File: config.mk
export PLATFORM = sky130hd
export DESIGN_NAME = io_unit_setting_exchange
export DESIGN_NICKNAME = d
export VERILOG_FILES = /design/src/logic/io_setting_pkg.sv /design/src/logic/io_unit_setting_exchange.sv
export VERILOG_INCLUDE_DIRS = /design/src /design/src/logic
export SDC_FILE = /design/constraint.sdc
export NUM_CORES = 1
export LEC_CHECK = 0
export ABC_CLOCK_PERIOD_IN_PS = 3950
export BUFFER_PORTS_ARGS = -buffer_cell sky130_fd_sc_hd__buf_4
export CORE_AREA = 2 2 208 210
export CTS_CLUSTER_DIAMETER = 150
export DETAILED_ROUTE_END_ITERATION = 8
export DIE_AREA = 0 0 210 212
export PLACE_DENSITY = 0.79
export SYNTH_ARGS = -nofsm -noshare
export SYNTH_HDL_FRONTEND = slang
export SYNTH_SLANG_ARGS = --single-unit
File: constraint.sdc
create_clock -name clk -period 3.95 [get_ports clk]
set_input_delay 0.5925 -clock clk [delete_from_list [all_inputs] [get_ports clk]]
set_output_delay 0.5925 -clock clk [all_outputs]
set_load 0.01 [all_outputs]
File: src/logic/io_setting_defs.svh
// Offsets, codes, reset values and bus map of the setting exchange block
`ifndef IO_SETTING_DEFS_SVH
`define IO_SETTING_DEFS_SVH

// Shared data memory layout, relative to base word m
`define SEL_OFS        16'h0000
`define G1_OFS         16'h0001
`define G2_OFS         16'h0005
`define ERR_OFS        16'h0009
`define EXT_PTR_OFS    16'h0062
`define G1_WORDS       4
`define G2_WORDS       4
`define G3_WORDS       2
`define G4_WORDS       2
`define CTL_WORDS      2
`define MON_WORDS      4
`define SET_WORDS      12
`define G2_IDX         4
`define G3_IDX         8
`define G4_IDX         10
`define EXT_ERR_BASE   16'h0064
`define MON_OFS        16'h0002
`define DEFAULTS_CMD   16'h3039
`define SEL_CLEARED    16'h0000
`define SET_WORD_MAX   16'h270F

// Read-only factory defaults, one value per setting group
`define DEF_G1         16'h0000
`define DEF_G2         16'h0001
`define DEF_G3         16'h0000
`define DEF_G4         16'h0000
`define BASE_RESET     16'h0000

// Unit restart bits
`define UNIT_COUNT     96

// Wishbone register byte addresses
`define REG_CTRL       8'h00
`define REG_BASE       8'h04
`define REG_STATUS     8'h08
`define REG_IRQ_STAT   8'h0C
`define REG_IRQ_MASK   8'h10

// Field positions
`define CTRL_RESTART   0
`define ST_LAMP        0
`define ST_RUNNING     1
`define ST_DEFCOPIED   2
`define IRQ_RANGE      0
`define IRQ_DEFDONE    1
`define IRQ_STARTED    2
`define IRQ_BITS       3
`endif

File: src/logic/io_setting_pkg.sv
// Types of the setting exchange block
package io_setting_pkg;
  typedef enum logic [3:0] {
    SEQ_SEL, SEQ_PTR, SEQ_DEF, SEQ_CLRSEL, SEQ_G2, SEQ_G4,
    SEQ_G1, SEQ_G3, SEQ_CTL, SEQ_MON, SEQ_ERR
  } seq_type;
endpackage

File: src/logic/io_unit_setting_exchange.sv
// Setting, control and monitor word exchange between an I/O unit and the CPU memory
`timescale 1ns/1ps
`include "io_setting_defs.svh"

// Summary of operation
// - Group 3 refreshed continuously if pointer set
// - Group 3 first fetched after startup ends
// - Group 4 loaded once if pointer set
// - Control words flow CPU to unit continuously if expansion and control pointers set
// - Monitor words flow unit to CPU continuously if expansion and control pointers set
// - Range error in groups 1, 2 lights lamp
// - Offset of lowest bad word published
// - Expansion area offsets start at 100
// - Group 1 errors flagged immediately
// - Group 2 errors flagged only at startup
// - Selector 12345 copies defaults to CPU
// - Selector cleared after default copy
// - Cleared selector means load from CPU
// - Factory defaults are read-only constants
// - Per-unit restart bit restarts this unit
// - Other selector value loads group 2 once
// - Group 1 refreshed continuously, every mode
module io_unit_setting_exchange (
  input  wire logic         clk,
  input  wire logic         rst_n,
  input  wire logic         ce,
  input  wire logic [7:0]   wb_adr_i,
  input  wire logic [31:0]  wb_dat_i,
  input  wire logic [3:0]   wb_sel_i,
  input  wire logic         wb_we_i,
  input  wire logic         wb_cyc_i,
  input  wire logic         wb_stb_i,
  output logic      [31:0]  wb_dat_o,
  output logic              wb_ack_o,
  output logic              irq,
  output logic              memReq,
  output logic              memWe,
  output logic      [15:0]  memAddr,
  output logic      [15:0]  memWdata,
  input  wire logic [15:0]  memRdata,
  input  wire logic         memAck,
  input  wire logic [95:0]  restartBits,
  input  wire logic [6:0]   unitNumber,
  input  wire logic [63:0]  monWords,
  output logic      [191:0] settingWords,
  output logic      [31:0]  ctlWords,
  output logic              settingErrorLamp
);

  io_setting_pkg::seq_type seq_ff;
  logic [3:0]  idx_ff;
  logic        busy_ff;
  logic [15:0] addr_ff;
  logic [15:0] wdata_ff;
  logic        we_ff;
  logic [15:0] base_ff;
  logic [15:0] extPtr_ff;
  logic [15:0] setWords_ff [0:`SET_WORDS-1];
  logic [15:0] ctl_ff [0:`CTL_WORDS-1];
  logic        errValid_ff;
  logic [15:0] errOfs_ff;
  logic        running_ff;
  logic        defCopied_ff;
  logic        restartPrev_ff;
  logic        softRestart_ff;
  logic [`IRQ_BITS-1:0] irqStat_ff;
  logic [`IRQ_BITS-1:0] irqMask_ff;
  logic        ack_ff;
  logic [31:0] rdata_ff;

  logic        restartBit;
  logic        restartReq;
  logic        xferDone;
  logic [3:0]  lastIdx;
  logic [15:0] ctlPtr;
  logic        wordBad;
  logic [15:0] badOfs;
  logic        rangeEvent;
  logic        defDoneEvent;
  logic        startEvent;
  logic        wbReq;
  logic        wbWrite;
  logic [`IRQ_BITS-1:0] irqSet;

  // Factory defaults live in logic constants, so no memory write can alter them
  function automatic logic [15:0] defaultWord(input logic [3:0] i);
    if (i < 4'(`G2_IDX))
      defaultWord = `DEF_G1;
    else if (i < 4'(`G3_IDX))
      defaultWord = `DEF_G2;
    else if (i < 4'(`G4_IDX))
      defaultWord = `DEF_G3;
    else
      defaultWord = `DEF_G4;
  endfunction

  // Data memory word for the current step of the sequence
  function automatic logic [15:0] stepAddr(input io_setting_pkg::seq_type s,
                                           input logic [3:0] i,
                                           input logic [15:0] base,
                                           input logic [15:0] ptr,
                                           input logic [15:0] cptr);
    logic [15:0] wi;
    wi = {12'h000, i};
    unique case (s)
      io_setting_pkg::SEQ_SEL,
      io_setting_pkg::SEQ_CLRSEL: stepAddr = base + `SEL_OFS;
      io_setting_pkg::SEQ_PTR:    stepAddr = base + `EXT_PTR_OFS;
      io_setting_pkg::SEQ_DEF:    stepAddr = (i < 4'(`G3_IDX)) ? base + `G1_OFS + wi
                                             : ptr + wi - 16'h0008;
      io_setting_pkg::SEQ_G1:     stepAddr = base + `G1_OFS + wi;
      io_setting_pkg::SEQ_G2:     stepAddr = base + `G2_OFS + wi;
      io_setting_pkg::SEQ_G3:     stepAddr = ptr + wi;
      io_setting_pkg::SEQ_G4:     stepAddr = ptr + 16'(`G3_WORDS) + wi;
      io_setting_pkg::SEQ_CTL:    stepAddr = cptr + wi;
      io_setting_pkg::SEQ_MON:    stepAddr = cptr + `MON_OFS + wi;
      io_setting_pkg::SEQ_ERR:    stepAddr = base + `ERR_OFS;
    endcase
  endfunction

  // Byte-lane merge for Wishbone writes
  function automatic logic [31:0] laneMerge(input logic [31:0] old,
                                            input logic [31:0] dat,
                                            input logic [3:0]  sel);
    for (int b = 0; b < 4; b++)
      laneMerge[b*8 +: 8] = sel[b] ? dat[b*8 +: 8] : old[b*8 +: 8];
  endfunction

  // Restart request: power-on handled by reset, unit restart by its own bit
  assign restartBit = (unitNumber < 7'(`UNIT_COUNT)) ? restartBits[unitNumber] : 1'b0;
  assign restartReq = (restartBit & ~restartPrev_ff) | softRestart_ff;

  assign xferDone = busy_ff & memAck;
  assign ctlPtr   = setWords_ff[`G4_IDX];

  always_comb begin
    unique case (seq_ff)
      io_setting_pkg::SEQ_DEF: lastIdx = (extPtr_ff != 16'h0000) ? 4'(`SET_WORDS - 1)
                                                              : 4'(`G3_IDX - 1);
      io_setting_pkg::SEQ_G1:  lastIdx = 4'(`G1_WORDS - 1);
      io_setting_pkg::SEQ_G2:  lastIdx = 4'(`G2_WORDS - 1);
      io_setting_pkg::SEQ_G3:  lastIdx = 4'(`G3_WORDS - 1);
      io_setting_pkg::SEQ_G4:  lastIdx = 4'(`G4_WORDS - 1);
      io_setting_pkg::SEQ_CTL: lastIdx = 4'(`CTL_WORDS - 1);
      io_setting_pkg::SEQ_MON: lastIdx = 4'(`MON_WORDS - 1);
      default:                 lastIdx = 4'h0;
    endcase
  end

  // Range check on groups 1 and 2 and on the startup-only expansion group
  always_comb begin
    wordBad = 1'b0;
    badOfs  = 16'h0000;
    if (xferDone && memRdata > `SET_WORD_MAX) begin
      if (seq_ff == io_setting_pkg::SEQ_G1) begin
        wordBad = 1'b1;
        badOfs  = `G1_OFS + {12'h000, idx_ff};
      end else if (seq_ff == io_setting_pkg::SEQ_G2) begin
        wordBad = 1'b1;
        badOfs  = `G2_OFS + {12'h000, idx_ff};
      end else if (seq_ff == io_setting_pkg::SEQ_G4) begin
        wordBad = 1'b1;
        badOfs  = `EXT_ERR_BASE + 16'(`G3_WORDS) + {12'h000, idx_ff};
      end
    end
  end
  assign rangeEvent   = wordBad;
  assign defDoneEvent = xferDone & (seq_ff == io_setting_pkg::SEQ_CLRSEL);
  assign startEvent   = xferDone & ~running_ff & (seq_ff == io_setting_pkg::SEQ_G1)
                        & (idx_ff == lastIdx);

  // Sequencer
  always_ff @(posedge clk) begin
    if (!rst_n) begin
      seq_ff  <= io_setting_pkg::SEQ_SEL;
      idx_ff  <= 4'h0;
      busy_ff <= 1'b0;
      addr_ff <= 16'h0000;
      wdata_ff <= 16'h0000;
      we_ff   <= 1'b0;
    end else if (ce) begin
      if (restartReq && !busy_ff) begin
        seq_ff  <= io_setting_pkg::SEQ_SEL;
        idx_ff  <= 4'h0;
        busy_ff <= 1'b1;
        addr_ff <= base_ff + `SEL_OFS;
        we_ff   <= 1'b0;
      end else if (!busy_ff) begin
        busy_ff <= 1'b1;
        addr_ff <= stepAddr(seq_ff, idx_ff, base_ff, extPtr_ff, ctlPtr);
        unique case (seq_ff)
          io_setting_pkg::SEQ_DEF: begin
            we_ff    <= 1'b1;
            wdata_ff <= defaultWord(idx_ff);
          end
          io_setting_pkg::SEQ_CLRSEL: begin
            we_ff    <= 1'b1;
            wdata_ff <= `SEL_CLEARED;
          end
          io_setting_pkg::SEQ_MON: begin
            we_ff    <= 1'b1;
            wdata_ff <= monWords[idx_ff[1:0]*16 +: 16];
          end
          io_setting_pkg::SEQ_ERR: begin
            we_ff    <= 1'b1;
            wdata_ff <= errValid_ff ? errOfs_ff : 16'h0000;
          end
          default: begin
            we_ff    <= 1'b0;
            wdata_ff <= 16'h0000;
          end
        endcase
      end else if (memAck) begin
        busy_ff <= 1'b0;
        if (idx_ff != lastIdx) begin
          idx_ff <= idx_ff + 4'h1;
        end else begin
          idx_ff <= 4'h0;
          unique case (seq_ff)
            io_setting_pkg::SEQ_SEL:    seq_ff <= io_setting_pkg::SEQ_PTR;
            io_setting_pkg::SEQ_PTR:    seq_ff <= defCopied_ff ? io_setting_pkg::SEQ_DEF
                                                  : io_setting_pkg::SEQ_G2;
            io_setting_pkg::SEQ_DEF:    seq_ff <= io_setting_pkg::SEQ_CLRSEL;
            io_setting_pkg::SEQ_CLRSEL: seq_ff <= io_setting_pkg::SEQ_G1;
            io_setting_pkg::SEQ_G2:     seq_ff <= (extPtr_ff != 16'h0000)
                                                  ? io_setting_pkg::SEQ_G4
                                                  : io_setting_pkg::SEQ_G1;
            io_setting_pkg::SEQ_G4:     seq_ff <= io_setting_pkg::SEQ_G1;
            io_setting_pkg::SEQ_G1:     seq_ff <= (extPtr_ff != 16'h0000)
                                                  ? io_setting_pkg::SEQ_G3
                                                  : io_setting_pkg::SEQ_ERR;
            io_setting_pkg::SEQ_G3:     seq_ff <= (ctlPtr != 16'h0000)
                                                  ? io_setting_pkg::SEQ_CTL
                                                  : io_setting_pkg::SEQ_ERR;
            io_setting_pkg::SEQ_CTL:    seq_ff <= io_setting_pkg::SEQ_MON;
            io_setting_pkg::SEQ_MON:    seq_ff <= io_setting_pkg::SEQ_ERR;
            io_setting_pkg::SEQ_ERR:    seq_ff <= io_setting_pkg::SEQ_G1;
          endcase
        end
      end
    end
  end

  // Selector and pointer capture; defCopied flags the default-copy boot
  always_ff @(posedge clk) begin
    if (!rst_n) begin
      extPtr_ff    <= 16'h0000;
      defCopied_ff <= 1'b0;
      running_ff   <= 1'b0;
    end else if (ce) begin
      if (restartReq && !busy_ff) begin
        running_ff <= 1'b0;
      end else if (xferDone) begin
        if (seq_ff == io_setting_pkg::SEQ_SEL)
          defCopied_ff <= (memRdata == `DEFAULTS_CMD);
        if (seq_ff == io_setting_pkg::SEQ_PTR)
          extPtr_ff <= memRdata;
        if (startEvent)
          running_ff <= 1'b1;
      end
    end
  end

  // Setting words: loaded from CPU memory, or from defaults on a copy boot
  always_ff @(posedge clk) begin
    if (!rst_n) begin
      for (int i = 0; i < `SET_WORDS; i++)
        setWords_ff[i] <= defaultWord(4'(i));
    end else if (ce && xferDone) begin
      unique case (seq_ff)
        io_setting_pkg::SEQ_DEF: setWords_ff[idx_ff] <= defaultWord(idx_ff);
        io_setting_pkg::SEQ_G1:  setWords_ff[idx_ff] <= memRdata;
        io_setting_pkg::SEQ_G2:  setWords_ff[4'(`G2_IDX) + idx_ff] <= memRdata;
        io_setting_pkg::SEQ_G3:  setWords_ff[4'(`G3_IDX) + idx_ff] <= memRdata;
        io_setting_pkg::SEQ_G4:  setWords_ff[4'(`G4_IDX) + idx_ff] <= memRdata;
        default: ;
      endcase
    end
  end

  // Control words from the CPU
  always_ff @(posedge clk) begin
    if (!rst_n) begin
      for (int i = 0; i < `CTL_WORDS; i++)
        ctl_ff[i] <= 16'h0000;
    end else if (ce && xferDone && seq_ff == io_setting_pkg::SEQ_CTL) begin
      ctl_ff[idx_ff[0]] <= memRdata;
    end
  end

  // Error latch keeps the lowest offending offset until a restart
  always_ff @(posedge clk) begin
    if (!rst_n) begin
      errValid_ff <= 1'b0;
      errOfs_ff   <= 16'h0000;
    end else if (ce) begin
      if (restartReq && !busy_ff) begin
        errValid_ff <= 1'b0;
        errOfs_ff   <= 16'h0000;
      end else if (wordBad && (!errValid_ff || badOfs < errOfs_ff)) begin
        errValid_ff <= 1'b1;
        errOfs_ff   <= badOfs;
      end
    end
  end

  // Restart edge and one-shot software restart
  always_ff @(posedge clk) begin
    if (!rst_n) begin
      restartPrev_ff <= 1'b0;
    end else if (ce) begin
      restartPrev_ff <= restartBit;
    end
  end

  // Wishbone slave: one wait state, ack for every address
  assign wbReq   = wb_cyc_i & wb_stb_i & ~ack_ff;
  assign wbWrite = wbReq & wb_we_i;

  always_ff @(posedge clk) begin
    if (!rst_n) begin
      ack_ff   <= 1'b0;
      rdata_ff <= 32'h0000_0000;
    end else if (ce) begin
      ack_ff   <= wbReq;
      rdata_ff <= 32'h0000_0000;
      if (wbReq && !wb_we_i) begin
        unique case (wb_adr_i)
          `REG_BASE:     rdata_ff <= {16'h0000, base_ff};
          `REG_STATUS:   rdata_ff <= {errOfs_ff, 13'h0000, defCopied_ff, running_ff,
                                      errValid_ff};
          `REG_IRQ_STAT: rdata_ff <= {29'h0000_0000, irqStat_ff};
          `REG_IRQ_MASK: rdata_ff <= {29'h0000_0000, irqMask_ff};
          default:       rdata_ff <= 32'h0000_0000;
        endcase
      end
    end
  end

  always_ff @(posedge clk) begin
    if (!rst_n) begin
      base_ff        <= `BASE_RESET;
      irqMask_ff     <= '0;
      softRestart_ff <= 1'b0;
    end else if (ce) begin
      softRestart_ff <= restartReq & busy_ff;
      if (wbWrite) begin
        unique case (wb_adr_i)
          `REG_CTRL:
            if (wb_sel_i[0] && wb_dat_i[`CTRL_RESTART])
              softRestart_ff <= 1'b1;
          `REG_BASE:
            base_ff <= 16'(laneMerge({16'h0000, base_ff}, wb_dat_i, wb_sel_i));
          `REG_IRQ_MASK:
            if (wb_sel_i[0])
              irqMask_ff <= wb_dat_i[`IRQ_BITS-1:0];
          default: ;
        endcase
      end
    end
  end

  // Sticky events; a new event in the clearing cycle stays set
  assign irqSet = {startEvent, defDoneEvent, rangeEvent};

  always_ff @(posedge clk) begin
    if (!rst_n) begin
      irqStat_ff <= '0;
    end else if (ce) begin
      if (wbWrite && wb_adr_i == `REG_IRQ_STAT && wb_sel_i[0])
        irqStat_ff <= (irqStat_ff & ~wb_dat_i[`IRQ_BITS-1:0]) | irqSet;
      else
        irqStat_ff <= irqStat_ff | irqSet;
    end
  end

  // Outputs
  genvar g;
  generate
    for (g = 0; g < `SET_WORDS; g++) begin : gSet
      assign settingWords[g*16 +: 16] = setWords_ff[g];
    end
  endgenerate

  assign ctlWords         = {ctl_ff[1], ctl_ff[0]};
  assign settingErrorLamp = errValid_ff;
  assign irq              = |(irqStat_ff & irqMask_ff);
  assign wb_ack_o         = ack_ff;
  assign wb_dat_o         = rdata_ff;
  assign memReq           = busy_ff;
  assign memWe            = we_ff;
  assign memAddr          = addr_ff;
  assign memWdata         = wdata_ff;

endmodule // io_unit_setting_exchange

==> metrics.txt <==
Final Cycle Share 90.86%; postcts setup bufs 0; CTS root buffer clkbuf_16; final setup violation count 0; Max Clk Rate ~280 MHz; CTS tree done; largest net degree at the start of global routing 65; largest family of logic cells by synthesized area simple AND/OR/NAND/NOR gates; sequential cell area between 9000 and 10000 um2; Worst-path clk slew around 0.07 ns; worst path arrival time ~3.8 ns; core box area ~43000 um2; Mapped Area between 15000 and 20000 um2; skew final 0.03333 ns; hpwl dp ~53 mm; IO Count 527; Clock Sinks ~340; leading cell type in the layout, fill and taps excluded buf_4; nets@finish 2647; vias per std cell between 5 and 6; Multi-input gate area ~8700 um2; # resized after CTS 0; Crit Path Category reg2reg; Crit Path Max Fanout 15; clock buffer depth 3; DRC viols 0; routability-driven placement congestion ratio 0.9817; outcome finished clean; Layout fillers 3568; Cells after Synth around 1900; later-pin clock latency in the skew report 0.57 ns; 1st-pass router iterations 7; RSZ-0062 raised after global routing false; Cell Rows 76; post-synthesis mux area share around 6.6%; Layout Utilization a little under three fifths; 1st-iter DRT viols between 2000 and 2500; predominant post-synthesis flop cell edfxtp_1; Routed Wire Length 70.01 mm; drt wl/cell about 24 um; Final Hold Vio Count 0; post-synthesis xor/xnor area fraction under 10%; setup TNS 0 ns; Required @ worst endpoint ~4.2 ns; Yosys cell types 80; max_cap viols 0; minimum clock period about 3.6 ns; Startpoint Class register; CTS Buf Count 37; hold_buf cts 0; Avg Synthesized Cell Area about 10 um2; n_diodes 0; Slew headroom between 20% and 30%; Pwr Density 333.0 nW/um2; DIE HEIGHT between 200 and 250 um; GR Util All Layers ~31%; Die ar. around 45000 um2; DRT antenna net count 0; layout cells sized above 1 between 20 and 30%; area share of and/or/nand/nor cells after synthesis about a fifth; post-synthesis compound-gate area fraction between 10 and 15%; most frequent cells in the layout buf_4 (588), nor2_1 (322), edfxtp_1 (224); initial antenna violation count 1; Adder-Cell Fraction of Synth Area ~3.8%; via count approximately 17000; first-pass GRT wire length between 100 and 150 mm; max-slew violations 0; Post-synth ARST share 0%; Max VDD drop roughly 0.34 mV; number of global-route vias before repair 17063; Die X approximately 210 um; H-tree levels 2; crit end category register; gr ovfl total 0; Post-synth EDFFs 224; worst min path class in2reg; Seq/Total Area, Yosys between 40% and 50%; Synth Register Bits 338; slew of the pin with the lowest slew margin between 1 and 1.5 ns; Synthesis Warnings 0; P&R area growth vs syn 30.69%; Port Buf Inserts 499; Initial Utilization 43.60%; leakage about 9.7 nW
sequential cells by signal (all words and copies together), names as in the netlist, 3 cells and up:
| register | cells |
|---|---|
| setWords_ff | 192 |
| ctl_ff | 32 |
| wb_dat_o | 22 |
| base_ff | 16 |
| extPtr_ff | 16 |
| memAddr | 16 |
| memWdata | 16 |
| errOfs_ff | 6 |
| idx_ff | 4 |
| seq_ff | 4 |
| irqMask_ff | 3 |
| irqStat_ff | 3 |
worst max-delay path, stage by stage, from the launching register on:
cell and delay, ns:
dfxtp_1 0.78, nor2b_1 0.41, nand2_1 0.41, or3_1 0.43, o22ai_1 0.13, a21oi_1 0.12, nor2_1 0.48, nand2_1 0.14
nand2_1 0.12, buf_4 0.25
routing by layer:
metal | part of all wire (%) | track usage (%) | vias up | routed length (um)
met5 | 0.019 | 0 | - | 13
met4 | 3.8 | 11.54 | 2 | 2637
met3 | 9.1 | 7.001 | 179 | 6385
met2 | 49 | 51.75 | 902 | 34350
met1 | 38 | 38.25 | 8449 | 26620
li1 | - | - | 7741 | -
cells in the mapped netlist (4+ instances only):
cell         n  area, um2
nor3_1      37      185.2
o22ai_1     22      137.6
a221oi_1     4      35.03
ha_1        42      525.5
buf_2        8      40.04
o31ai_1      4      30.03
o211ai_1    12      90.09
buf_4       12      90.09
inv_1       42      157.7
and3_1      22      137.6
mux2i_1     45      450.4
a22oi_1     41      307.8
o21a_1       8      60.06
nand4_1     20      125.1
nand2b_1    26      162.7
a211oi_2     8      100.1
nor2_1     322       1209
a21o_1      10      75.07
o311ai_0    14      122.6
a311o_1      6      60.06
o221ai_1     4      35.03
xor2_1      30      262.8
nand2_1    157      589.3
xnor2_1     57      499.2
o21ai_0     45      225.2
a22o_1       9      78.83
buf_1       10      37.54
a211o_1      6      52.55
a2111oi_0    6      52.55
a31oi_1     15      93.84
dfxtp_1    114       2282
fa_1         9      180.2
a21oi_1     96      480.5
edfxtp_1   224       6726
and2_1      44      275.3
nand3_1     64      320.3
mux4_2      34      765.7
a211oi_1    17      127.6
clkbuf_1   111      416.7
a31o_2       4      35.03
nor2b_1     16      100.1
or3_1        6      37.54
nor4_1      18      112.6
layout make-up:
| type | instances | share of cell area, % |
|---|---|---|
| Sequential cell | 338 | 37.20 |
| Multi-Input combinational cell | 1349 | 36.03 |
| Clock inverter | 23 | 0.8938 |
| Inverter | 46 | 0.7130 |
| Timing Repair Buffer | 590 | 18.39 |
| Clock buffer | 45 | 3.947 |
| Tap cell | 546 | 2.821 |
cells by family after synthesis:
group                    count (synthesis)
flip-flops                             338
adder cells (fa/ha/maj)                 51
buffers and inverters                  193
XOR/XNOR                                87
other                                    1
multiplexers                            79
AND/OR/NAND/NOR                        755
AO/OA/AOI/OAI                          368
power breakdown:
| part | internal, mW | switching, mW | total (mW) |
|---|---|---|---|
| clock | 1.84 | 1.53 | 3.37 |
| sequential | 3.85 | 0.0515 | 3.90 |
| combinational | 0.383 | 0.412 | 0.795 |
stage by stage:
step | hold slack [ns] | std cells | area (um2) | power [mW] | setup WS, ns
2_1_floorplan | 0.4448 | 1880 | 18560 | 4.314 | 0.7113
3_3_place_gp | 0.4455 | 2869 | 23050 | 4.743 | 0.3046
3_5_place_dp | 0.4515 | 2869 | 23050 | 4.754 | 0.2376
4_1_cts | 0.2558 | 2937 | 24220 | 8.096 | 0.4148
5_1_grt | 0.2774 | 2937 | 24220 | 8.289 | 0.1741
6_report | 0.2722 | 2937 | 24220 | 8.065 | 0.3611
final timing paths:
check / start / endpoint / slack (ns) / depth (start not counted)
max: seq_ff[0] / setWords_ff[5][3] / 0.36 / 9
min: wb_dat_i[13] / base_ff[13] / 0.27 / 3
max reg2reg: seq_ff[0] / setWords_ff[5][3] / 0.36 / 9
min reg2reg: memAddr[1] / memAddr[1] / 0.46 / 2
Note: power is estimated with default switching activity, not from simulation.
